$ cat config.mk
export PLATFORM = sky130hd
export DESIGN_NAME = wsc_wait_state_controller
export DESIGN_NICKNAME = d
export VERILOG_FILES = /design/src/pkg/wsc_pkg.sv /design/src/hdl/wsc_wait_state_controller.sv
export VERILOG_INCLUDE_DIRS = /design/src /design/src/pkg
export SDC_FILE = /design/constraint.sdc
export NUM_CORES = 1
export LEC_CHECK = 0
export BUFFER_PORTS_ARGS = -buffer_cell sky130_fd_sc_hd__buf_4
export CORE_MARGIN = 1.5
export CORE_UTILIZATION = 50
export CTS_BUF_LIST = sky130_fd_sc_hd__clkbuf_8
export CTS_CLUSTER_SIZE = 40
export DETAILED_ROUTE_END_ITERATION = 7
export HOLD_SLACK_MARGIN = 0.15
export PLACE_DENSITY = 0.75
export SYNTH_ARGS = -nofsm -noshare
export SYNTH_HDL_FRONTEND = slang
export SYNTH_SLANG_ARGS = --single-unit
$ cat constraint.sdc
create_clock -name clk_i -period 3.8 [get_ports clk_i]
set_clock_uncertainty 0.05 [all_clocks]
set_input_delay 0.76 -clock clk_i [delete_from_list [all_inputs] [get_ports clk_i]]
set_output_delay 0.76 -clock clk_i [all_outputs]
set_load 0.005 [all_outputs]
$ cat src/pkg/wsc_params.svh
// Constants for the wait-state controller: strap codes, wait counts and timing figures.
`ifndef WSC_PARAMS_SVH
`define WSC_PARAMS_SVH

// Frequency strap codes, high strap first.
`define WSC_STRAP_16MHZ 2'h0
`define WSC_STRAP_20MHZ 2'h1
`define WSC_STRAP_25MHZ 2'h3
`define WSC_STRAP_33MHZ 2'h2

// Local I/O access time in nanoseconds.
`define WSC_IO_ACCESS_NS 100

// Local I/O wait states after a pipelined cycle, per frequency.
`define WSC_IO_WS_PIPE_16 9'h003
`define WSC_IO_WS_PIPE_20 9'h003
`define WSC_IO_WS_PIPE_25 9'h005
`define WSC_IO_WS_PIPE_33 9'h007

// Extra wait state that a cycle after a non-pipelined cycle needs.
`define WSC_IO_WS_NONPIPE_EXTRA 9'h001

// Wait states on a cache miss that hits the open page in pipelined mode.
`define WSC_PAGE_HIT_WS 9'h001

// Wait states on a write to the coprocessor reset port.
`define WSC_COPROC_RESET_WS 9'h082

// The coprocessor reset port address.
`define WSC_COPROC_RESET_PORT 16'h00f1

// Double-frequency clock phases that make up one wait state.
`define WSC_PHASES_PER_WS 10'h002

`endif

$ cat src/pkg/wsc_pkg.sv
// Types shared by the wait-state controller and its bench.
package wsc_pkg;

  // Kind of bus cycle announced at its start.
  typedef enum logic [2:0] {
    WSC_CYC_CACHE_HIT,
    WSC_CYC_PAGE_HIT,
    WSC_CYC_LOCAL_IO,
    WSC_CYC_CHANNEL,
    WSC_CYC_HALT,
    WSC_CYC_COPROC
  } wsc_kind_type;

  // Operating frequency selected by the straps.
  typedef enum logic [1:0] {
    WSC_FREQ_16,
    WSC_FREQ_20,
    WSC_FREQ_25,
    WSC_FREQ_33
  } wsc_freq_type;

  // Description of one bus cycle, valid with the start strobe.
  typedef struct packed {
    wsc_kind_type kind;
    logic         after_pipelined;
    logic         write;
    logic [15:0]  io_addr;
  } wsc_cycle_type;

  // Ready answer towards the processor, with its output enable.
  typedef struct packed {
    logic ready_n;
    logic ready_oe;
  } wsc_ready_type;

endpackage : wsc_pkg

$ cat src/hdl/wsc_wait_state_controller.sv
// Wait-state controller that times the ready answer for processor bus cycles.
// Functional notes
// [RQ1] Each handled bus cycle gets its ready answer only once its wait states have run out.
// [RQ2] Cycles addressed to the math coprocessor get no ready answer from this block.
// [RQ3] The coprocessor itself must end its own cycles with its own ready signal.
// [RQ4] Memory reads that hit the cache are left alone and finish with zero wait states.
// [RQ5] A pipelined cache miss that hits the open page gets exactly one wait state.
// [RQ6] Local I/O gets 3, 3, 5 or 7 wait states by frequency, one more after a non-pipelined cycle.
// [RQ7] Channel cycles, interrupt acknowledge included, end only on the channel ready return.
// [RQ8] Halt and shutdown cycles are answered with zero wait states.
// [RQ9] A write to the coprocessor reset port gets 130 wait states instead of the I/O timing.
// [RQ10] While the test input is low, the ready and bus-size pin outputs are released to high impedance.
// [RQ11] The channel ready and data-size returns are synchronised before any logic uses them.
// [RQ12] The two frequency straps are caught once after reset and pick the wait counts.
// [RQ13] The counter loads at each cycle start from kind and frequency and counts clock phases.
`include "wsc_params.svh"

module wsc_wait_state_controller
  import wsc_pkg::*;
#(
  parameter int CNT_W = 10
) (
  // Clock and reset; the clock is the double-frequency processor clock.
  input  wire logic          clk_i,
  input  wire logic          rst_i,
  // Bus cycle announcement from the local bus decoder on the same clock.
  input  wire logic          cycle_start_i,
  input  wire wsc_cycle_type cycle_i,
  // Asynchronous returns from the expansion channel.
  input  wire logic          channel_ready_return_n_i,
  input  wire logic          size16_return_n_i,
  input  wire logic          size32_return_n_i,
  // Asynchronous frequency straps and test pin.
  input  wire logic          freq_strap_hi_i,
  input  wire logic          freq_strap_lo_i,
  input  wire logic          test_n_i,
  // Ready answer to the processor.
  output logic               sys_ready_out_n_o,
  output logic               sys_ready_oe_o,
  // Bus size answers to the processor.
  output logic               bus_size16_n_o,
  output logic               bus_size16_oe_o,
  // Status for the surrounding logic.
  output logic               cycle_busy_o,
  output wsc_freq_type       freq_sel_o
);

  // Controller states for one bus cycle.
  typedef enum logic [1:0] {
    ST_IDLE,
    ST_COUNT,
    ST_CHANNEL,
    ST_READY
  } wsc_state_type;

  wsc_state_type        state_reg;
  logic [CNT_W-1:0]     count_reg;
  wsc_freq_type         freq_reg;
  logic                 strap_taken_reg;
  logic [1:0]           strap_age_reg;
  logic                 ready_n_reg;
  logic                 size16_n_reg;
  logic [1:0]           chrdy_sync_reg;
  logic [1:0]           size16_sync_reg;
  logic [1:0]           size32_sync_reg;
  logic [1:0]           test_sync_reg;
  logic [1:0]           strap_hi_sync_reg;
  logic [1:0]           strap_lo_sync_reg;
  logic                 chrdy_n;
  logic                 size16_n;
  logic                 size32_n;
  logic                 test_n;
  logic                 coproc_reset_write;
  logic [CNT_W-1:0]     load_count;

  // Map the strap pair onto a frequency.
  function automatic wsc_freq_type strap_to_freq(input logic [1:0] straps);
    wsc_freq_type f;
    f = WSC_FREQ_16;
    unique case (straps)
      `WSC_STRAP_16MHZ: f = WSC_FREQ_16;
      `WSC_STRAP_20MHZ: f = WSC_FREQ_20;
      `WSC_STRAP_25MHZ: f = WSC_FREQ_25;
      `WSC_STRAP_33MHZ: f = WSC_FREQ_33;
    endcase
    return f;
  endfunction : strap_to_freq

  // Local I/O wait states for a frequency and the previous cycle's pipelining.
  function automatic logic [8:0] io_wait_states(input wsc_freq_type f, input logic piped);
    logic [8:0] ws;
    ws = `WSC_IO_WS_PIPE_16;
    unique case (f)
      WSC_FREQ_16: ws = `WSC_IO_WS_PIPE_16;
      WSC_FREQ_20: ws = `WSC_IO_WS_PIPE_20;
      WSC_FREQ_25: ws = `WSC_IO_WS_PIPE_25;
      WSC_FREQ_33: ws = `WSC_IO_WS_PIPE_33;
    endcase
    if (!piped) begin
      ws = ws + `WSC_IO_WS_NONPIPE_EXTRA; // [RQ6]
    end
    return ws;
  endfunction : io_wait_states

  // Convert wait states into clock phases; the counter runs on every phase.
  function automatic logic [CNT_W-1:0] ws_to_phases(input logic [8:0] ws);
    logic [CNT_W-1:0] wide;
    wide = CNT_W'({1'b0, ws}) * CNT_W'(`WSC_PHASES_PER_WS);
    return wide;
  endfunction : ws_to_phases

  // True in the last counted phase, the one in which ready must be launched.
  // The sequencer and the ready flop share it so that they can never drift apart.
  function automatic logic last_phase(input logic [CNT_W-1:0] cnt);
    return cnt <= CNT_W'(1);
  endfunction : last_phase

  // Two-flop synchronisers for every pin that is not on this clock.
  always_ff @(posedge clk_i or posedge rst_i) begin
    if (rst_i) begin
      chrdy_sync_reg    <= 2'h3;
      size16_sync_reg   <= 2'h3;
      size32_sync_reg   <= 2'h3;
      test_sync_reg     <= 2'h3;
      strap_hi_sync_reg <= 2'h0;
      strap_lo_sync_reg <= 2'h0;
    end else begin
      chrdy_sync_reg    <= {chrdy_sync_reg[0], channel_ready_return_n_i};   // [RQ11]
      size16_sync_reg   <= {size16_sync_reg[0], size16_return_n_i};         // [RQ11]
      size32_sync_reg   <= {size32_sync_reg[0], size32_return_n_i};         // [RQ11]
      test_sync_reg     <= {test_sync_reg[0], test_n_i};
      strap_hi_sync_reg <= {strap_hi_sync_reg[0], freq_strap_hi_i};
      strap_lo_sync_reg <= {strap_lo_sync_reg[0], freq_strap_lo_i};
    end
  end

  // Only the second flop of each synchroniser is read by logic.
  assign chrdy_n  = chrdy_sync_reg[1];
  assign size16_n = size16_sync_reg[1];
  assign size32_n = size32_sync_reg[1];
  assign test_n   = test_sync_reg[1];

  // Catch the straps once, after the synchronisers have filled following reset.
  // The second flop still holds its reset value for two edges, so the capture
  // waits for the third edge; a bus cycle started earlier would see 16 MHz counts.
  // A strap change later on is ignored, since the wait counts must not move mid-run.
  always_ff @(posedge clk_i or posedge rst_i) begin
    if (rst_i) begin
      freq_reg        <= WSC_FREQ_16;
      strap_taken_reg <= 1'b0;
      strap_age_reg   <= 2'h0;
    end else if (!strap_taken_reg) begin
      if (strap_age_reg == 2'h2) begin
        freq_reg        <= strap_to_freq({strap_hi_sync_reg[1], strap_lo_sync_reg[1]}); // [RQ12]
        strap_taken_reg <= 1'b1;
      end else begin
        strap_age_reg <= strap_age_reg + 2'h1;
      end
    end
  end

  // A write to the coprocessor reset port overrides the local I/O timing.
  assign coproc_reset_write = (cycle_i.kind == WSC_CYC_LOCAL_IO) && cycle_i.write &&
                              (cycle_i.io_addr == `WSC_COPROC_RESET_PORT); // [RQ9]

  // Phase count loaded at the start of a counted cycle.
  always_comb begin
    load_count = '0;
    if (coproc_reset_write) begin
      load_count = ws_to_phases(`WSC_COPROC_RESET_WS);                          // [RQ9]
    end else if (cycle_i.kind == WSC_CYC_LOCAL_IO) begin
      load_count = ws_to_phases(io_wait_states(freq_reg, cycle_i.after_pipelined)); // [RQ6]
    end else if (cycle_i.kind == WSC_CYC_PAGE_HIT) begin
      load_count = ws_to_phases(`WSC_PAGE_HIT_WS);                              // [RQ5]
    end
  end

  // Cycle sequencer: decide at the start how the cycle ends, then end it.
  // Starts are ignored while a cycle is in progress; the processor cannot start
  // another before the ready answer of the current one.
  always_ff @(posedge clk_i or posedge rst_i) begin
    if (rst_i) begin
      state_reg <= ST_IDLE;
    end else begin
      unique case (state_reg)
        ST_IDLE: begin
          if (cycle_start_i) begin
            unique case (cycle_i.kind)
              WSC_CYC_CACHE_HIT: state_reg <= ST_IDLE;  // [RQ4]
              WSC_CYC_COPROC:    state_reg <= ST_IDLE;  // [RQ2] [RQ3]
              WSC_CYC_HALT:      state_reg <= ST_READY; // [RQ8]
              WSC_CYC_CHANNEL:   state_reg <= ST_CHANNEL; // [RQ7]
              WSC_CYC_PAGE_HIT:  state_reg <= ST_COUNT; // [RQ13]
              WSC_CYC_LOCAL_IO:  state_reg <= ST_COUNT; // [RQ13]
              default:           state_reg <= ST_IDLE;
            endcase
          end
        end
        ST_COUNT: begin
          if (last_phase(count_reg)) begin
            state_reg <= ST_READY; // [RQ1]
          end
        end
        ST_CHANNEL: begin
          if (!chrdy_n) begin
            state_reg <= ST_READY; // [RQ7]
          end
        end
        ST_READY: begin
          state_reg <= ST_IDLE;
        end
      endcase
    end
  end

  // Wait-state counter, one step per double-frequency clock phase.
  always_ff @(posedge clk_i or posedge rst_i) begin
    if (rst_i) begin
      count_reg <= '0;
    end else if (state_reg == ST_IDLE && cycle_start_i) begin
      count_reg <= load_count; // [RQ13]
    end else if (state_reg == ST_COUNT && count_reg != '0) begin
      count_reg <= count_reg - CNT_W'(1); // [RQ13]
    end
  end

  // Ready is a registered low pulse lasting one phase, in the last phase of the cycle.
  always_ff @(posedge clk_i or posedge rst_i) begin
    if (rst_i) begin
      ready_n_reg <= 1'b1;
    end else begin
      ready_n_reg <= !((state_reg == ST_IDLE && cycle_start_i &&
                        cycle_i.kind == WSC_CYC_HALT) ||
                       (state_reg == ST_COUNT && last_phase(count_reg)) ||
                       (state_reg == ST_CHANNEL && !chrdy_n)); // [RQ1] [RQ8]
    end
  end

  // Bus size to the processor follows the synchronised channel returns.
  // A 32-bit return wins, since the port is then at least as wide as a word.
  always_ff @(posedge clk_i or posedge rst_i) begin
    if (rst_i) begin
      size16_n_reg <= 1'b1;
    end else begin
      size16_n_reg <= !(state_reg == ST_CHANNEL && !size16_n && size32_n); // [RQ11]
    end
  end

  // Pin drivers; the test input releases the ready and bus-size pins.
  // The ready pin is shared with the coprocessor, so it is driven only while
  // a cycle of ours runs, never on a coprocessor cycle.
  assign sys_ready_out_n_o = ready_n_reg;
  assign sys_ready_oe_o    = test_n && (state_reg != ST_IDLE || !ready_n_reg); // [RQ2] [RQ10]
  assign bus_size16_n_o    = size16_n_reg;
  assign bus_size16_oe_o   = test_n;                                          // [RQ10]
  assign cycle_busy_o      = state_reg != ST_IDLE;
  assign freq_sel_o        = freq_reg;

endmodule : wsc_wait_state_controller

After elaboration in Yosys (flattened, before gate mapping)

Index checks and enable logic that the tools add are counted.

Bits in registers: 31
Input bits: 30
Output and inout bits: 7
Logic and storage cells: 83

Add/sub/neg operators: 3
Magnitude comparators: 1
Equality and inequality tests: 18
Multiplexer cells: 17
Bitwise operators: 2
Reductions and logical operators: 29

Operator list:

| operator              | number |
|---|---|
| $mux 10               | 4 |
| $mux 9                | 3 |
| $pmux 9 s3            | 1 |
| $eq 16x8->1 const B   | 1 |
| $pmux 2 s4            | 2 |
| $eq 2x2->1 const B    | 7 |
| $le 10x1->1 const B   | 1 |
| $logic_and 1x1->1     | 10 |
| $reduce_bool 10->1    | 1 |
| $sub 10x1->10 const B | 1 |
| $add 9x1->9 const B   | 1 |
| $mux 2                | 4 |
| $eq 2x1->1 const B    | 3 |
| $eq 3x2->1 const B    | 2 |
| $logic_not 2->1       | 3 |
| $ne 2x2->1 const B    | 3 |
| $pmux 2 s3            | 1 |
| $logic_not 1->1       | 5 |
| $reduce_and 2->1      | 2 |
| $reduce_bool 2->1     | 2 |
| $reduce_or 2->1       | 2 |
| $eq 3x1->1 const B    | 1 |
| $eq 3x3->1 const B    | 1 |
| $logic_or 1x1->1      | 3 |
| 4 further kinds       | 6 |

Depth between registers and ports, before layout

Depth after elaboration: 10
Depth in mapped cells: 7
Depth with buffers taken out: 6

Least setup slack after synthesis

OpenSTA, ideal clock, no wires.

Kind: input to register
From: input cycle_i[1] (netlist name)
To: register count_reg[1]
Setup time: 126 ps
Arrival time: 1862 ps
Data required time: 3624 ps
Slack: 1762 ps
Stages: 4
Path buffers: 0
Cell sequence: or4b_4 nor4_4 a21oi_1 o32a_1

Word-level cells in the longest chain between the ends: 4

RTL lines:

| item                         | line                             | text |
|---|---|---|
| start: declaration           | wsc_wait_state_controller.sv:28  | `input wire wsc_cycle_type cycle_i,` |
| $eq 16x8->1 (no source line) | n/a                              |  |
| $logic_and 1x1->1            | wsc_wait_state_controller.sv:163 | `assign coproc_reset_write = (cycle_i.kind == WSC_CYC_LOCAL_IO) && cycle_i.write &&` |
| $mux 10                      | wsc_wait_state_controller.sv:169 | `if (coproc_reset_write) begin` |
| $mux 10                      | wsc_wait_state_controller.sv:220 | `end else if (state_reg == ST_IDLE && cycle_start_i) begin` |
| end signal: assignment       | wsc_wait_state_controller.sv:221 | `count_reg <= load_count;` |
| end signal: assignment       | wsc_wait_state_controller.sv:223 | `count_reg <= count_reg - CNT_W'(1);` |
| end: declaration             | wsc_wait_state_controller.sv:57  | `logic [CNT_W-1:0] count_reg;` |

Every way passes these cells.
A chain may end at the register's enable or synchronous reset.

Worst setup path after layout

From: register state_reg[0]
To: output sys_ready_oe_o

Word-level cells in the longest chain between the ends: 3

RTL lines:

| item                     | line                             | text |
|---|---|---|
| start: declaration       | wsc_wait_state_controller.sv:56  | `wsc_state_type state_reg;` |
| start signal: assignment | wsc_wait_state_controller.sv:183 | `state_reg <= ST_IDLE;` |
| start signal: assignment | wsc_wait_state_controller.sv:189 | `WSC_CYC_CACHE_HIT: state_reg <= ST_IDLE;` |
| start signal: assignment | wsc_wait_state_controller.sv:190 | `WSC_CYC_COPROC: state_reg <= ST_IDLE;` |
| $reduce_bool 2->1        | wsc_wait_state_controller.sv:253 | `assign sys_ready_oe_o = test_n && (state_reg != ST_IDLE \|\| !ready_n_reg);` |
| $logic_or 1x1->1         | wsc_wait_state_controller.sv:253 |  |
| $logic_and 1x1->1        | wsc_wait_state_controller.sv:253 |  |
| end: declaration         | wsc_wait_state_controller.sv:39  | `output logic sys_ready_oe_o,` |

Every way passes these cells.

==> impl_metrics.py <==
metrics = {
    "timing": {
        "fmax_mhz": 475.9,
        "setup_viol": 0,
        "drv_slew": 0,
        "worstMarginPinSlew_ps": 1110,
        "relSlewSlack_pct": 25.92,
        "min_period_over_period_pct": 55.29,
        "hold_violations": 0,
        "fin_setup_tns_ps": 0,
        "rsz0062_at_grt": "false",
        "fin_crit_ps": 2101,
        "whs_ps": 305.9,
    },
    "die": {
        "io_pins": 37,
        "die_h_um": 59.46,
        "die_x_um": 59.46,
        "rows": 20,
        "die_area_sq_um": 3535,
        "core_area_sq_um": 3053,
        "start_util_pct": 52.21,
    },
    "logic_synthesis": {
        "postSynthAreaPerCell_sq_um": 10.63,
        "ys.flop_type": "dfrtp_1",
        "ys_seq_elements": 31,
        "synth.distinct_cells": 40,
        "ys_warn_count": 0,
        "netlist.area_leader.share_pct": 32.97,
        "yosys-top-cells-area": "dfrtp_1 33%, dfstp_2 16%, ha_1 7.1%",
        "syn_nets": 189,
        "yosysSeqAreaShare_pct": 49.45,
        "syn_area_sq_um": 1594,
        "yosys.area.top_type": "dfrtp_1",
        "async_flop_share_pct": 100.0,
        "syn_inst": 150,
        "synth_edf_count": 0,
    },
    "placement": {
        "globalplace.congestion": 0.8094,
        "numPortBuffers": 36,
        "dp_hpwl_mm": 2.365,
    },
    "drt": {
        "wl_per_cell_um": 13.19,
        "drc": 0,
        "dr_total_vias": 1240,
        "first_pass_iters": 4,
        "vias_per_cell": 5.254,
        "drtAntennaViolNets": 0,
        "drt_iter0_drc": 104,
        "wl_mm": 3.112,
    },
    "cells_and_area": {
        "fill_cells": 255,
        "largest_reg_flops": 10,
        "mostFrequentLayoutCells": "36 x buf_4, 21 x dfrtp_1, 15 x nor2_1, 15 x inv_1",
        "layout.nets": 230,
        "final_common_cell": "buf_4",
        "fin_util_pct": 65.61,
        "antenna_cells": 0,
        "drive_above_1_share_pct": 30.21,
        "area_delta_synth_final_pct": 25.67,
    },
    "critical_path": {
        "startpoint": "state_reg[0]",
        "r2r_end": "count_reg[4]",
        "crit_required_ps": 2990,
        "r2r_slack_ps": 1720,
        "critPathArrivalTime_ps": 1290,
        "crit_type": "reg2out",
        "path_max_fanout": 4,
        "r2r-start": "state_reg[0]",
        "start_kind": "flip-flop",
        "slowest_delay_ps": 370,
        "cp_slowest_cell": "dfrtp_1",
        "crit_path_end_kind": "output port",
        "rr_worst_depth": 6,
        "path_cells": "inv_1 -> ha_1 -> a21boi_0 -> buf_4",
    },
    "clock_network": {
        "cts_tree": "yes",
        "cts-buffers-inserted": 5,
        "clk_pin_slew_ps": 60,
        "htreeDepth": 2,
        "post_cts_buffers": 0,
        "clockBufferDepth": 2,
        "hold_buffers": 0,
        "cts_sinks": 31,
        "post_cts_resize_count": 0,
        "clkLatencyLatePin_ps": 280,
        "root_buffer": "clkbuf_8",
    },
    "job": {
        "max_cap_violations": 0,
    },
    "power": {
        "comb_power_share_pct": 39.9,
        "leakage_nw": 0.9293,
        "p_int_mw": 0.7754,
        "swShare_pct": 36.43,
        "p_clk_share_pct": 21.0,
        "total_power_mw": 1.220,
        "sequentialPowerShare_pct": 39.1,
        "peakVddDrop_v": 0.0003654,
        "p_sw_mw": 0.4443,
        "power_density_nw_per_um2": 608.9,
    },
    "grt": {
        "grt_max_degree": 32,
        "grt_pass1_wl_mm": 5.347,
        "overflow": 0,
        "antenna_found_initial": 0,
        "grtUsageTotal_pct": 21.06,
        "grt_pass1_vias": 1211,
    },
    "run_status": {
        "status": "finished clean",
    },
    "hold_path": {
        "hp-class": "reg2reg",
        "holdPathEnd": "chrdy_sync_reg[1]",
        "hp-start": "chrdy_sync_reg[0]",
        "hold-path-cell-count": 0,
    },
}
[cells in the mapped netlist, types with 2 or more instances]
| cell | n |
|---|---|
| mux2_1 | 2 |
| a41o_1 | 4 |
| dfrtp_1 | 21 |
| nand2b_1 | 2 |
| nand3_1 | 3 |
| dfstp_2 | 10 |
| a21oi_1 | 10 |
| o21ai_0 | 6 |
| xnor2_1 | 4 |
| inv_1 | 14 |
| o22ai_1 | 3 |
| ha_1 | 9 |
| nor3_4 | 2 |
| nand3b_1 | 2 |
| nor2_1 | 15 |
| a31oi_1 | 6 |
| clkbuf_1 | 2 |
| nor2b_1 | 3 |
| nand2_1 | 9 |
| nor3b_1 | 3 |
[through the flow]
step,setup slack (ps),instance area (sq um),std cells
6_report,1699,2003,236
5_1_grt,1557,2003,236
4_1_cts,1679,2003,236
3_5_place_dp,1565,1912,228
3_3_place_gp,1595,1912,228
2_1_floorplan,1762,1594,150
[how the worst max path moves through the flow]
stage	end	slack, ps	cells past startpoint
2_1_floorplan	count_reg[1]	1760	4
3_3_place_gp	count_reg[4]	1590	5
3_5_place_dp	count_reg[4]	1560	5
4_1_cts	sys_ready_oe_o	1680	4
5_1_grt	count_reg[3]	1560	6
6_report	sys_ready_oe_o	1700	4
[logic make-up after synthesis]
group	synth area share, %
AOI/OAI and AO/OA	15.46
xor gates and xnor gates	2.747
adders and majority gates	7.064
buffers and inverters	3.768
DFF	49.45
muxes	2.041
and+or+nand+nor	19.47
[power groups by stage]
stage | combinational, mW | clock (mW) | sequential (mW)
after floorplan | 0.354 | 0 | 0.469
after global placement | 0.461 | 0 | 0.476
after detailed placement | 0.485 | 0 | 0.482
after CTS | 0.489 | 0.261 | 0.477
after global routing | 0.547 | 0.278 | 0.487
final | 0.487 | 0.256 | 0.477
[layer usage]
metal	up-vias	GRT usage [%]	wire length, um
met2	22	36.89	1744
li1	619	-	-
met3	8	3.930	92
met4	0	10.71	64
met1	591	24.23	1211
met5	-	0	0
[cell type report]
cell class                 instances  area (sq um)  share of cell area [%]
sequential                        31         788.3                   39.35
multi-input combinational        103         745.7                   37.23
timing repair buffer              36         270.3                   13.49
clock buffer                       6         82.58                   4.122
tap                               44         55.05                   2.748
inverter                          14         52.55                   2.623
clock inverter                     2         8.758                  0.4372
[worst max-delay path, delay by kind of cell (launching register included)]
family	cells	cell delay, ps
buffers and inverters	2	220
AOI/OAI and AO/OA	1	180
DFF	1	370
adders and majority gates	1	240
(Power assumes the default switching activity.)
